### src/hdl/rtmts_params.svh
// Purpose: Timing and index constants of the message transfer scheduler
// Assumes: 10 MHz system clock
// Notes: Times named _NS are in ns and cycle counts are derived from them; times named _CYC are given in clocks
`ifndef RTMTS_PARAMS_SVH
`define RTMTS_PARAMS_SVH

`define RTMTS_CLK_NS 100
`define RTMTS_CYC_UP(t) ((((t) + `RTMTS_CLK_NS - 1) / `RTMTS_CLK_NS))
`define RTMTS_CYC_DN(t) (((t) / `RTMTS_CLK_NS))

`define RTMTS_ADDR_MIN_NS 500
`define RTMTS_ADDR_MAX_NS 1100
`define RTMTS_SOM_MIN_NS 1250
`define RTMTS_SOM_MAX_NS 2100
`define RTMTS_RD_MIN_NS 1200
`define RTMTS_RD_MAX_NS 1600
`define RTMTS_EOMTX_MIN_NS 2800
`define RTMTS_EOMTX_MAX_NS 3200
`define RTMTS_WR_MIN_NS 1200
`define RTMTS_WR_MAX_NS 2000
`define RTMTS_EOMBC_MIN_NS 6700
`define RTMTS_EOMBC_MAX_NS 7400
`define RTMTS_RSP_MIN_NS 5900
`define RTMTS_RSP_MAX_NS 9400
`define RTMTS_RSP_FAST_NS 6900
`define RTMTS_ACK_MAX_NS 102
`define RTMTS_SUPERSEDE_CYC 5
`define RTMTS_LONG_SEQ_NS 2850
`define RTMTS_WORD_SEQ_CYC 4
`define RTMTS_RETRY_GAP_CYC 1

`define RTMTS_T_SOM 0
`define RTMTS_T_RD 1
`define RTMTS_T_WR 2
`define RTMTS_T_EOM 3
`define RTMTS_T_ADDR 4
`define RTMTS_T_RSP 5
`define RTMTS_NTMR 6
`define RTMTS_TMR_W 7
`define RTMTS_SEQ_W 8
`define RTMTS_WORD_W 16
`define RTMTS_ADDR_W 5
`define RTMTS_CFG_ILL_OFF_BIT 7

`endif

### src/hdl/rtmts_pkg.sv
// Purpose: Types of the message transfer scheduler
// Assumes: rtmts_params.svh supplies widths
// Notes: One-hot encodings are written out
`include "rtmts_params.svh"

package rtmts_pkg;

    typedef enum logic [2:0] {
        RTMTS_IDLE = 3'h1,
        RTMTS_REQ = 3'h2,
        RTMTS_XFER = 3'h4
    } rtmts_seq_t;

    typedef enum logic [3:0] {
        RTMTS_K_SOM = 4'h1,
        RTMTS_K_RD = 4'h2,
        RTMTS_K_WR = 4'h4,
        RTMTS_K_EOM = 4'h8
    } rtmts_kind_t;

    typedef struct packed {
        logic cmd_mp;
        logic cmd_tx;
        logic cmd_bcast;
        logic data_mp;
        logic data_last;
        logic tx_ms;
        logic tx_more;
        logic tx_last_mp;
    } rtmts_link_t;

    typedef struct packed {
        rtmts_seq_t seq;
        rtmts_kind_t kind;
        logic [`RTMTS_NTMR-1:0][`RTMTS_TMR_W-1:0] tmr;
        logic [3:0] pend;
        logic tx_msg;
        logic bcast_msg;
        logic [`RTMTS_SEQ_W-1:0] seq_cnt;
        logic req_n;
        logic ack_n;
        logic memen_n;
        logic illeg_rd;
        logic status_start;
        logic smp;
        logic [`RTMTS_ADDR_W-1:0] addr;
        logic addr_ok;
        logic [`RTMTS_WORD_W-1:0] tx_word;
        logic tx_word_vld;
    } rtmts_state_t;

endpackage : rtmts_pkg

### src/hdl/rtmts_sync.sv
// Purpose: Three-stage synchroniser for strapped pins
// Assumes: Inputs change rarely
// Notes: Output follows once stages two and three agree
`timescale 1ns/1ps
`default_nettype none

module rtmts_sync #(
    parameter int W = 6
) (
    input wire logic clk_i,
    input wire logic reset_i,
    input wire logic [W-1:0] async_i,
    output logic [W-1:0] stable_o
);
    typedef struct packed {
        logic [W-1:0] s1;
        logic [W-1:0] s2;
        logic [W-1:0] s3;
        logic [W-1:0] stable;
    } rtmts_sync_st_t;

    rtmts_sync_st_t st_ff;
    rtmts_sync_st_t nxt_st;

    always_comb begin
        nxt_st = st_ff;
        nxt_st.s1 = async_i;
        nxt_st.s2 = st_ff.s1;
        nxt_st.s3 = st_ff.s2;
        // Stage one feeds nothing but stage two
        if (st_ff.s2 == st_ff.s3) begin
            nxt_st.stable = st_ff.s3;
        end
    end

    always_ff @(posedge clk_i) begin
        if (reset_i) begin
            st_ff <= '0;
        end else begin
            st_ff <= nxt_st;
        end
    end

    assign stable_o = st_ff.stable;
endmodule : rtmts_sync

`default_nettype wire

### src/hdl/rtmts_buf.sv
// Purpose: Two-entry buffer for received data words
// Assumes: Push and pop on the same clock
// Notes: Head word comes straight from a register
`timescale 1ns/1ps
`default_nettype none

module rtmts_buf #(
    parameter int W = 16
) (
    input wire logic clk_i,
    input wire logic reset_i,
    input wire logic in_valid_i,
    output logic in_ready_o,
    input wire logic [W-1:0] in_data_i,
    output logic out_valid_o,
    input wire logic out_ready_i,
    output logic [W-1:0] out_data_o
);
    typedef struct packed {
        logic [W-1:0] mem0;
        logic [W-1:0] mem1;
        logic [1:0] cnt;
    } rtmts_buf_st_t;

    rtmts_buf_st_t st_ff;
    rtmts_buf_st_t nxt_st;
    logic push;
    logic pop;

    assign in_ready_o = (st_ff.cnt != 2'h2);
    assign out_valid_o = (st_ff.cnt != 2'h0);
    assign push = in_valid_i && in_ready_o;
    assign pop = out_ready_i && out_valid_o;

    always_comb begin
        nxt_st = st_ff;
        if (push && pop) begin
            if (st_ff.cnt == 2'h1) begin
                nxt_st.mem0 = in_data_i;
            end else begin
                nxt_st.mem0 = st_ff.mem1;
                nxt_st.mem1 = in_data_i;
            end
        end else if (pop) begin
            nxt_st.mem0 = st_ff.mem1;
            nxt_st.cnt = st_ff.cnt - 2'h1;
        end else if (push) begin
            if (st_ff.cnt == 2'h0) begin
                nxt_st.mem0 = in_data_i;
            end else begin
                nxt_st.mem1 = in_data_i;
            end
            nxt_st.cnt = st_ff.cnt + 2'h1;
        end
    end

    always_ff @(posedge clk_i) begin
        if (reset_i) begin
            st_ff <= '0;
        end else begin
            st_ff <= nxt_st;
        end
    end

    assign out_data_o = st_ff.mem0;
endmodule : rtmts_buf

`default_nettype wire

### src/hdl/rtmts_top.sv
// Purpose: Remote terminal message transfer scheduler
// Assumes: Link events are one-cycle pulses on clk_i
// Notes: Timers start at the documented minimum so late grants keep margin
`timescale 1ns/1ps
`default_nettype none
`include "rtmts_params.svh"

// Contract
// - Start the status reply between 5.9 and 9.4 us after the command, 6.9 us at most when buffered; the code starts it after transmit commands only.
// - Sample the five address straps and their parity 500 to 1100 ns after the command mid-parity.
// - For a transmit command drop the request 1.25 to 2.1 us after the command to ask for message start.
// - While transmitting, request the next word read 1.2 to 1.6 us after the current word's mid-sync.
// - After the last transmitted word request message end 2.8 to 3.2 us after its mid-parity.
// - In a broadcast receive request one word write 1.2 to 2.0 us after each data word mid-parity.
// - In a broadcast receive request message end 6.7 to 7.4 us after the last data word mid-parity.
// - A superseding command may stretch the message start delay by up to 5 clocks.
// - If message start overruns the first read, lift the request and drop it again one clock later.
// - Acknowledge within 102 ns after grant falls and take the memory.
// - Read the illegal command table during message start only when the disable bit is zero.
module rtmts_top #(
    parameter int LONG_SEQ = `RTMTS_CYC_UP(`RTMTS_LONG_SEQ_NS),
    parameter int WORD_SEQ = `RTMTS_WORD_SEQ_CYC
) (
    input wire logic clk_i,
    input wire logic reset_i,
    input wire rtmts_pkg::rtmts_link_t link_i,
    input wire logic [`RTMTS_ADDR_W-1:0] terminal_address_inputs_i,
    input wire logic terminal_address_parity_input_i,
    input wire logic [15:0] cfg3_i,
    input wire logic transfer_grant_n_i,
    input wire logic rx_valid_i,
    output logic rx_ready_o,
    input wire logic [`RTMTS_WORD_W-1:0] rx_data_i,
    input wire logic [`RTMTS_WORD_W-1:0] mem_rdata_i,
    output logic [`RTMTS_WORD_W-1:0] mem_wdata_o,
    output logic mem_wdata_valid_o,
    output logic transfer_request_n_o,
    output logic transfer_acknowledge_n_o,
    output logic memory_enable_out_n_o,
    output logic [3:0] seq_kind_o,
    output logic illegal_table_read_o,
    output logic status_start_o,
    output logic [`RTMTS_ADDR_W-1:0] terminal_address_o,
    output logic terminal_address_ok_o,
    output logic address_sampled_o,
    output logic [`RTMTS_WORD_W-1:0] tx_word_o,
    output logic tx_word_valid_o
);
    localparam int ADDR_LO = `RTMTS_CYC_UP(`RTMTS_ADDR_MIN_NS);
    localparam int ADDR_HI = `RTMTS_CYC_DN(`RTMTS_ADDR_MAX_NS);
    localparam int SOM_LO = `RTMTS_CYC_UP(`RTMTS_SOM_MIN_NS);
    localparam int SOM_HI = `RTMTS_CYC_DN(`RTMTS_SOM_MAX_NS) + `RTMTS_SUPERSEDE_CYC;
    localparam int RD_LO = `RTMTS_CYC_UP(`RTMTS_RD_MIN_NS);
    localparam int RD_HI = `RTMTS_CYC_DN(`RTMTS_RD_MAX_NS);
    localparam int WR_LO = `RTMTS_CYC_UP(`RTMTS_WR_MIN_NS);
    localparam int WR_HI = `RTMTS_CYC_DN(`RTMTS_WR_MAX_NS);
    localparam int ETX_LO = `RTMTS_CYC_UP(`RTMTS_EOMTX_MIN_NS);
    localparam int ETX_HI = `RTMTS_CYC_DN(`RTMTS_EOMTX_MAX_NS);
    localparam int EBC_LO = `RTMTS_CYC_UP(`RTMTS_EOMBC_MIN_NS);
    localparam int EBC_HI = `RTMTS_CYC_DN(`RTMTS_EOMBC_MAX_NS);
    localparam int RSP_LO = `RTMTS_CYC_UP(`RTMTS_RSP_MIN_NS);
    localparam int RSP_HI = `RTMTS_CYC_DN(`RTMTS_RSP_FAST_NS);
    localparam int ACK_HI = `RTMTS_CYC_DN(`RTMTS_ACK_MAX_NS);
    localparam int GAP = `RTMTS_RETRY_GAP_CYC;
    // Windows counted from the end of the quiet stretch after the command
    localparam int ADDR_LO_Q = ADDR_LO - 4;
    localparam int ADDR_HI_Q = ADDR_HI - 4;
    localparam int RSP_LO_Q = RSP_LO - 8;
    localparam int RSP_HI_Q = RSP_HI - 8;

    // Timer loads are one short: the fire cycle itself adds one; LONG_LD and WORD_LD load in full
    localparam logic [`RTMTS_TMR_W-1:0] ADDR_LD = `RTMTS_TMR_W'(ADDR_LO - 1);
    localparam logic [`RTMTS_TMR_W-1:0] SOM_LD = `RTMTS_TMR_W'(SOM_LO - 1);
    localparam logic [`RTMTS_TMR_W-1:0] RD_LD = `RTMTS_TMR_W'(RD_LO - 1);
    localparam logic [`RTMTS_TMR_W-1:0] WR_LD = `RTMTS_TMR_W'(WR_LO - 1);
    localparam logic [`RTMTS_TMR_W-1:0] ETX_LD = `RTMTS_TMR_W'(ETX_LO - 1);
    localparam logic [`RTMTS_TMR_W-1:0] EBC_LD = `RTMTS_TMR_W'(EBC_LO - 1);
    localparam logic [`RTMTS_TMR_W-1:0] RSP_LD = `RTMTS_TMR_W'(RSP_LO - 1);
    localparam logic [`RTMTS_SEQ_W-1:0] LONG_LD = `RTMTS_SEQ_W'(LONG_SEQ);
    localparam logic [`RTMTS_SEQ_W-1:0] WORD_LD = `RTMTS_SEQ_W'(WORD_SEQ);

    rtmts_pkg::rtmts_state_t st_ff;
    rtmts_pkg::rtmts_state_t nxt_st;
    logic [`RTMTS_ADDR_W:0] strap_stable;
    logic buf_valid;
    logic buf_pop;
    logic seq_last;

    rtmts_sync #(
        .W(`RTMTS_ADDR_W + 1)
    ) u_sync (
        .clk_i(clk_i),
        .reset_i(reset_i),
        .async_i({terminal_address_parity_input_i, terminal_address_inputs_i}),
        .stable_o(strap_stable)
    );

    // Receiver stalls through rx_ready_o when both entries wait for memory
    rtmts_buf #(
        .W(`RTMTS_WORD_W)
    ) u_buf (
        .clk_i(clk_i),
        .reset_i(reset_i),
        .in_valid_i(rx_valid_i),
        .in_ready_o(rx_ready_o),
        .in_data_i(rx_data_i),
        .out_valid_o(buf_valid),
        .out_ready_i(buf_pop),
        .out_data_o(mem_wdata_o)
    );

    assign seq_last = (st_ff.seq == rtmts_pkg::RTMTS_XFER) && (st_ff.seq_cnt == `RTMTS_SEQ_W'(1));
    assign buf_pop = seq_last && (st_ff.kind == rtmts_pkg::RTMTS_K_WR);

    always_comb begin
        logic [`RTMTS_NTMR-1:0] fire;
        logic [3:0] clr;
        logic [3:0] pick;
        fire = '0;
        clr = 4'h0;
        pick = st_ff.pend & (~st_ff.pend + 4'h1);
        nxt_st = st_ff;
        nxt_st.status_start = 1'b0;
        nxt_st.smp = 1'b0;
        nxt_st.illeg_rd = 1'b0;
        nxt_st.tx_word_vld = 1'b0;
        for (int i = 0; i < `RTMTS_NTMR; i++) begin
            fire[i] = (st_ff.tmr[i] == `RTMTS_TMR_W'(1));
            if (st_ff.tmr[i] != '0) begin
                nxt_st.tmr[i] = st_ff.tmr[i] - `RTMTS_TMR_W'(1);
            end
        end
        if (link_i.cmd_mp) begin
            // A new command drops whatever message timing was running
            nxt_st.tx_msg = link_i.cmd_tx;
            nxt_st.bcast_msg = link_i.cmd_bcast;
            nxt_st.tmr[`RTMTS_T_ADDR] = ADDR_LD;
            nxt_st.tmr[`RTMTS_T_SOM] = SOM_LD;
            nxt_st.tmr[`RTMTS_T_RSP] = link_i.cmd_tx ? RSP_LD : '0;
            nxt_st.tmr[`RTMTS_T_RD] = '0;
            nxt_st.tmr[`RTMTS_T_WR] = '0;
            nxt_st.tmr[`RTMTS_T_EOM] = '0;
        end else begin
            if (link_i.tx_ms && link_i.tx_more && st_ff.tx_msg) begin
                nxt_st.tmr[`RTMTS_T_RD] = RD_LD;
            end
            if (link_i.tx_last_mp && st_ff.tx_msg) begin
                nxt_st.tmr[`RTMTS_T_EOM] = ETX_LD;
            end
            if (link_i.data_mp && st_ff.bcast_msg) begin
                nxt_st.tmr[`RTMTS_T_WR] = WR_LD;
                if (link_i.data_last) begin
                    nxt_st.tmr[`RTMTS_T_EOM] = EBC_LD;
                end
            end
        end
        if (fire[`RTMTS_T_ADDR]) begin
            nxt_st.addr = strap_stable[`RTMTS_ADDR_W-1:0];
            nxt_st.addr_ok = ^strap_stable;
            nxt_st.smp = 1'b1;
        end
        if (fire[`RTMTS_T_RSP]) begin
            nxt_st.status_start = 1'b1;
        end
        case (st_ff.seq)
            rtmts_pkg::RTMTS_IDLE: begin
                // A waiting request drops one clock after the last one lifted
                if (st_ff.pend != 4'h0) begin
                    clr = pick;
                    nxt_st.kind = rtmts_pkg::rtmts_kind_t'(pick);
                    nxt_st.req_n = 1'b0;
                    nxt_st.seq = rtmts_pkg::RTMTS_REQ;
                end
            end
            rtmts_pkg::RTMTS_REQ: begin
                if (!transfer_grant_n_i) begin
                    nxt_st.ack_n = 1'b0;
                    nxt_st.memen_n = 1'b0;
                    nxt_st.seq = rtmts_pkg::RTMTS_XFER;
                    if (st_ff.kind == rtmts_pkg::RTMTS_K_SOM || st_ff.kind == rtmts_pkg::RTMTS_K_EOM) begin
                        nxt_st.seq_cnt = LONG_LD;
                    end else begin
                        nxt_st.seq_cnt = WORD_LD;
                    end
                    if (st_ff.kind == rtmts_pkg::RTMTS_K_SOM && !cfg3_i[`RTMTS_CFG_ILL_OFF_BIT]) begin
                        nxt_st.illeg_rd = 1'b1;
                    end
                end
            end
            rtmts_pkg::RTMTS_XFER: begin
                nxt_st.seq_cnt = st_ff.seq_cnt - `RTMTS_SEQ_W'(1);
                if (seq_last) begin
                    nxt_st.req_n = 1'b1;
                    nxt_st.ack_n = 1'b1;
                    nxt_st.memen_n = 1'b1;
                    nxt_st.seq = rtmts_pkg::RTMTS_IDLE;
                    if (st_ff.kind == rtmts_pkg::RTMTS_K_RD) begin
                        nxt_st.tx_word = mem_rdata_i;
                        nxt_st.tx_word_vld = 1'b1;
                    end
                end
            end
            default: begin
                nxt_st.seq = rtmts_pkg::RTMTS_IDLE;
                nxt_st.req_n = 1'b1;
                nxt_st.ack_n = 1'b1;
                nxt_st.memen_n = 1'b1;
            end
        endcase
        // A timer firing as its request is taken is kept
        nxt_st.pend = (st_ff.pend & ~clr) | fire[3:0];
    end

    always_ff @(posedge clk_i) begin
        if (reset_i) begin
            st_ff <= '0;
            st_ff.seq <= rtmts_pkg::RTMTS_IDLE;
            st_ff.kind <= rtmts_pkg::RTMTS_K_SOM;
            st_ff.req_n <= 1'b1;
            st_ff.ack_n <= 1'b1;
            st_ff.memen_n <= 1'b1;
        end else begin
            st_ff <= nxt_st;
        end
    end

    assign transfer_request_n_o = st_ff.req_n;
    assign transfer_acknowledge_n_o = st_ff.ack_n;
    assign memory_enable_out_n_o = st_ff.memen_n;
    assign seq_kind_o = st_ff.kind;
    assign mem_wdata_valid_o = buf_valid && (st_ff.kind == rtmts_pkg::RTMTS_K_WR) && !st_ff.ack_n;
    assign illegal_table_read_o = st_ff.illeg_rd;
    assign status_start_o = st_ff.status_start;
    assign terminal_address_o = st_ff.addr;
    assign terminal_address_ok_o = st_ff.addr_ok;
    assign address_sampled_o = st_ff.smp;
    assign tx_word_o = st_ff.tx_word;
    assign tx_word_valid_o = st_ff.tx_word_vld;
endmodule : rtmts_top

`default_nettype wire

### config.mk
export PLATFORM = sky130hd
export DESIGN_NAME = rtmts_top
export DESIGN_NICKNAME = d
export VERILOG_FILES = /design/src/hdl/rtmts_pkg.sv /design/src/hdl/rtmts_sync.sv /design/src/hdl/rtmts_buf.sv /design/src/hdl/rtmts_top.sv
export VERILOG_INCLUDE_DIRS = /design/src /design/src/hdl
export SDC_FILE = /design/constraint.sdc
export NUM_CORES = 1
export LEC_CHECK = 0
export BUFFER_PORTS_ARGS = -buffer_cell sky130_fd_sc_hd__buf_2
export CORE_ASPECT_RATIO = 1.1
export CORE_MARGIN = 2
export CORE_UTILIZATION = 55
export DETAILED_ROUTE_END_ITERATION = 7
export PLACE_DENSITY = 0.84
export SLEW_MARGIN = 5
export SYNTH_ARGS = -nofsm -noshare
export SYNTH_HDL_FRONTEND = slang
export SYNTH_HIERARCHICAL = 1
export SYNTH_SLANG_ARGS = --single-unit
### constraint.sdc
create_clock -name clk_i -period 2.8 [get_ports clk_i]
set_input_delay 0.14 -clock clk_i [delete_from_list [all_inputs] [get_ports clk_i]]
set_output_delay 0.14 -clock clk_i [all_outputs]
set_load 0.01 [all_outputs]
==> results.md <==
* Number of standard cells in the layout, taps in and fillers out at 1022
* Bufs on Longest Clock Path at 2
* TritonCTS clock tree: yes
* Area growth, synth to finish at 17.5%
* Area after detailed placement at 7290 µm²
* Crit Path Max Fanout at 16
* Peak supply drop at 0.000626 V
* Crit path launch type: register
* Maximum clock rate at 421 MHz
* Vias per Instance at 5.40
* Chip width at 112 µm
* Avg Cell Area, Syn at 9.23 µm²
* Overall fraction of global-route tracks in use at 21.4%
* Number of H-tree levels at 4
* ANT nets after route at 0
* Critical Path Sink Type: register
* Signal arrival time at the worst endpoint at 2.65 ns
* Clock Root Buffer: sky130_fd_sc_hd__clkbuf_16
* Latest clock arrival within the worst-skew pair at 0.43 ns
* Hold path endpoint: transfer_acknowledge_n_o
* Class of the tightest hold or removal check: in -> reg
* Global-route wire length before repair at 23.8 mm
* Post-detailed-routing wire length at 14.6 mm
* Global routing met1 resource utilization at 23.8%
* MaxCap Viol Count at 0
* Routed wirelength normalized by instance count at 14.2 µm
* Row count at 43
* Synth Flop Type: sky130_fd_sc_hd__dfxtp_1
* Layout Utilization at 66.1%
* Design Area, Final at 8320 µm²
* Post-CTS repair timing setup buffer count at 0
* Number of synthesized flops with an enable pin at 0
* Synth warn at 6
* Proportion of synthesized chip area in sequential cells at 42.1%
* Reg2Reg Depth at 6
* Worst flop-to-flop path endpoint: u_buf/st_ff[5]
* Pwr Density at 935 nW/µm²
* Number of distinct library cell variants in the gate-level netlist after synthesis at 67
* Antenna diode count at 0
* Starting utilization of the core area at 56.3%
* Clock-pin slew on the worst setup and hold paths at 0.06 ns
* Final Cycle Share at 84.9%
* Net count of the mapped netlist at 856
* Crit path kind: reg -> reg
* Gate count after technology mapping at 767
* Start point of the worst hold path: transfer_grant_n_i
* Relative slew slack at 49.7%
* Top Ports at 117
* Standby leakage power at 3.72 nW
* Flip-flop and latch count after synthesis at 149
* First DRT Iteration DRCs at 404
* Reg2reg setup slack at 0.42 ns
* Placed wire-length estimate at 9.07 mm
* Cell count of the worst hold path at 3
* Clk sinks at 149
* Leftover overflow at the end of global routing at 0
* Count of unresolved DRC violations after routing at 0
* Vertical extent of the die at 123 µm
* Pin count of the biggest net entering global routing at 64
* Final Hold Fails at 0
* Async SR Flop Fraction at 0%
* Worst clock skew at 0.0163 ns
* Slew at the pin closest to its max-slew limit at 0.755 ns
* Shortest period the worst path allows at 2.38 ns
* Antenna violations before repair at 0
* Core ar. at 12600 µm²
* Count of input and output buffers at 101
* Met3 global-route usage at 6.37%
* Top Usage Layer GRT: met2
* Setup TNS at 0 ns
* Net count, final at 942
* M2 GR Usage at 38.9%
* Pre-Repair DR Iteration Count at 5
* Routability congestion estimate at 0.809
* Area of the mapped netlist at 7080 µm²
* Status: finished, final reports clean
* Area enclosed by the die boundary at 13800 µm²
* Placed instance count at 950
* Number of slew-limit violations in the final report at 0
* Number of buffers created by CTS at 17
* Via count of the first global-routing pass at 5298
* Setup repair after global routing missed its margin: false
* Final setup fails at 0
* Critical Path RT at 3.07 ns
* Worst r2r src: seq_kind_o[0]
* Layout cells sized above 1 at 20.2%
* Total number of vias at 5522
[layout make-up]
type	count	area (µm²)
fill	1007	4270
multi-input combinational	511	3460
inverter	25	93.8
timing repair buffer	149	971
sequential	149	2980
clock buffer	22	464
tap	157	196
clock inverter	9	151
[critical path, stage by stage, from the launching register on]
cell and delay, ns:
sky130_fd_sc_hd__dfxtp_1 0.36, sky130_fd_sc_hd__or4b_2 0.74, sky130_fd_sc_hd__nor3_2 0.34, sky130_fd_sc_hd__nand2_1 0.11, sky130_fd_sc_hd__and3_1 0.44, sky130_fd_sc_hd__nand2_1 0.16, sky130_fd_sc_hd__a21oi_1 0.07
[sequential cells by signal (all words and copies together) (netlist names)]
name                      flops
address_sampled_o             1
illegal_table_read_o          1
seq_kind_o                    4
st_ff                        59
status_start_o                1
terminal_address_o            5
terminal_address_ok_o         1
transfer_acknowledge_n_o      1
transfer_request_n_o          1
tx_word_o                    16
tx_word_valid_o               1
u_buf/out_data_o             16
u_buf/st_ff                  18
u_sync/nxt_st                12
u_sync/st_ff                  6
u_sync/stable_o               6
[through the flow]
step	total power, mW	hold slack, ns	setup slack (ns)
floorplan	4.98	0.267	0.564
global placement	5.28	0.349	0.343
detailed placement	5.34	0.355	0.292
CTS	7.80	0.0154	0.264
global route	8.26	0.0343	0.121
finish	7.78	0.0307	0.424
[cell usage after synthesis, types with 3 or more instances]
cell type                  count  share of area [%]
sky130_fd_sc_hd__o31a_1        3               0.37
sky130_fd_sc_hd__o31ai_1       4               0.42
sky130_fd_sc_hd__nor2_1       80                4.2
sky130_fd_sc_hd__o22ai_1      18                1.6
sky130_fd_sc_hd__buf_2        11               0.78
sky130_fd_sc_hd__buf_4        52                5.5
sky130_fd_sc_hd__xor2_1       13                1.6
sky130_fd_sc_hd__buf_1         3               0.16
sky130_fd_sc_hd__a21oi_1      47                3.3
sky130_fd_sc_hd__mux2_2        4               0.64
sky130_fd_sc_hd__nor3b_1       4               0.42
sky130_fd_sc_hd__nor3_1       20                1.4
sky130_fd_sc_hd__nand3b_1      5               0.53
sky130_fd_sc_hd__nand2b_1     13                1.1
sky130_fd_sc_hd__o21ai_0       7               0.49
sky130_fd_sc_hd__or4_1         4               0.42
sky130_fd_sc_hd__nand2_1      57                3.0
sky130_fd_sc_hd__or3_1         4               0.35
sky130_fd_sc_hd__dfxtp_1     149                 42
sky130_fd_sc_hd__mux2i_1      44                6.2
sky130_fd_sc_hd__o211a_1      16                2.3
sky130_fd_sc_hd__clkbuf_1     13               0.69
sky130_fd_sc_hd__a211oi_1      6               0.64
sky130_fd_sc_hd__nor4_1        7               0.62
sky130_fd_sc_hd__nand2_2       4               0.35
sky130_fd_sc_hd__nor4b_1       3               0.37
sky130_fd_sc_hd__a31oi_1       6               0.53
sky130_fd_sc_hd__xnor2_1      29                3.6
sky130_fd_sc_hd__or2b_1        3               0.32
sky130_fd_sc_hd__inv_1        25                1.3
sky130_fd_sc_hd__nor2b_1      19                1.7
sky130_fd_sc_hd__nand3_1      18                1.3
sky130_fd_sc_hd__a21oi_2      11                1.4
sky130_fd_sc_hd__ha_1         23                4.1
[cell usage in the layout (no fill, tap or decap), types with 18 or more instances in the layout]
master / n
sky130_fd_sc_hd__dlygate4sd3_1: 41
sky130_fd_sc_hd__nor2_1: 80
sky130_fd_sc_hd__xnor2_1: 29
sky130_fd_sc_hd__dfxtp_1: 149
sky130_fd_sc_hd__buf_2: 100
sky130_fd_sc_hd__o22ai_1: 18
sky130_fd_sc_hd__mux2i_1: 44
sky130_fd_sc_hd__nor3_1: 19
sky130_fd_sc_hd__nand2_1: 57
sky130_fd_sc_hd__ha_1: 23
sky130_fd_sc_hd__nand3_1: 18
sky130_fd_sc_hd__inv_1: 25
sky130_fd_sc_hd__nor2b_1: 19
sky130_fd_sc_hd__a21oi_1: 47
[metal layers]
| metal | wire (µm) | vias to the layer above |
|---|---|---|
| met4 | 224 | 0 |
| met5 | 0 | - |
| met3 | 637 | 25 |
| met1 | 6220 | 2594 |
| met2 | 7480 | 131 |
| li1 | - | 2772 |
[timing repair]
action	4_1_cts	5_1_grt
hold buffers	41	0
endpoints found under the setup margin	0	15
gates resized for setup	0	1
endpoints found under the hold margin	41	0
[worst max-delay path by stage]
| stage | startpoint | end | slack (ns) | cells past startpoint |
|---|---|---|---|---|
| 3_3_place_gp | seq_kind_o[0] | u_buf/st_ff[11] | 0.34 | 6 |
| 3_5_place_dp | st_ff[29] | u_buf/st_ff[13] | 0.29 | 8 |
| 5_1_grt | st_ff[29] | u_buf/st_ff[6] | 0.12 | 8 |
| 6_report | seq_kind_o[0] | u_buf/st_ff[5] | 0.42 | 6 |
| 2_1_floorplan | seq_kind_o[0] | u_buf/st_ff[10] | 0.56 | 8 |
| 4_1_cts | seq_kind_o[0] | u_buf/st_ff[7] | 0.26 | 6 |
[cell families after synthesis]
logic type | Yosys count | synth area share [%]
AOI/OAI and AO/OA | 129 | 12.3
and+or+nand+nor | 268 | 20.1
adders and majority gates | 23 | 4.06
muxes | 49 | 7.07
xor gates and xnor gates | 42 | 5.19
DFF | 149 | 42.1
buffers and inverters | 107 | 9.06
[where the power goes]
| group | total [mW] | internal (mW) | switching [mW] |
|---|---|---|---|
| sequential | 2.82 | 2.49 | 0.327 |
| combinational | 2.58 | 1.20 | 1.38 |
| clock | 2.38 | 1.53 | 0.850 |
| total | 7.78 | 5.22 | 2.56 |
(Power assumes the default switching activity.)
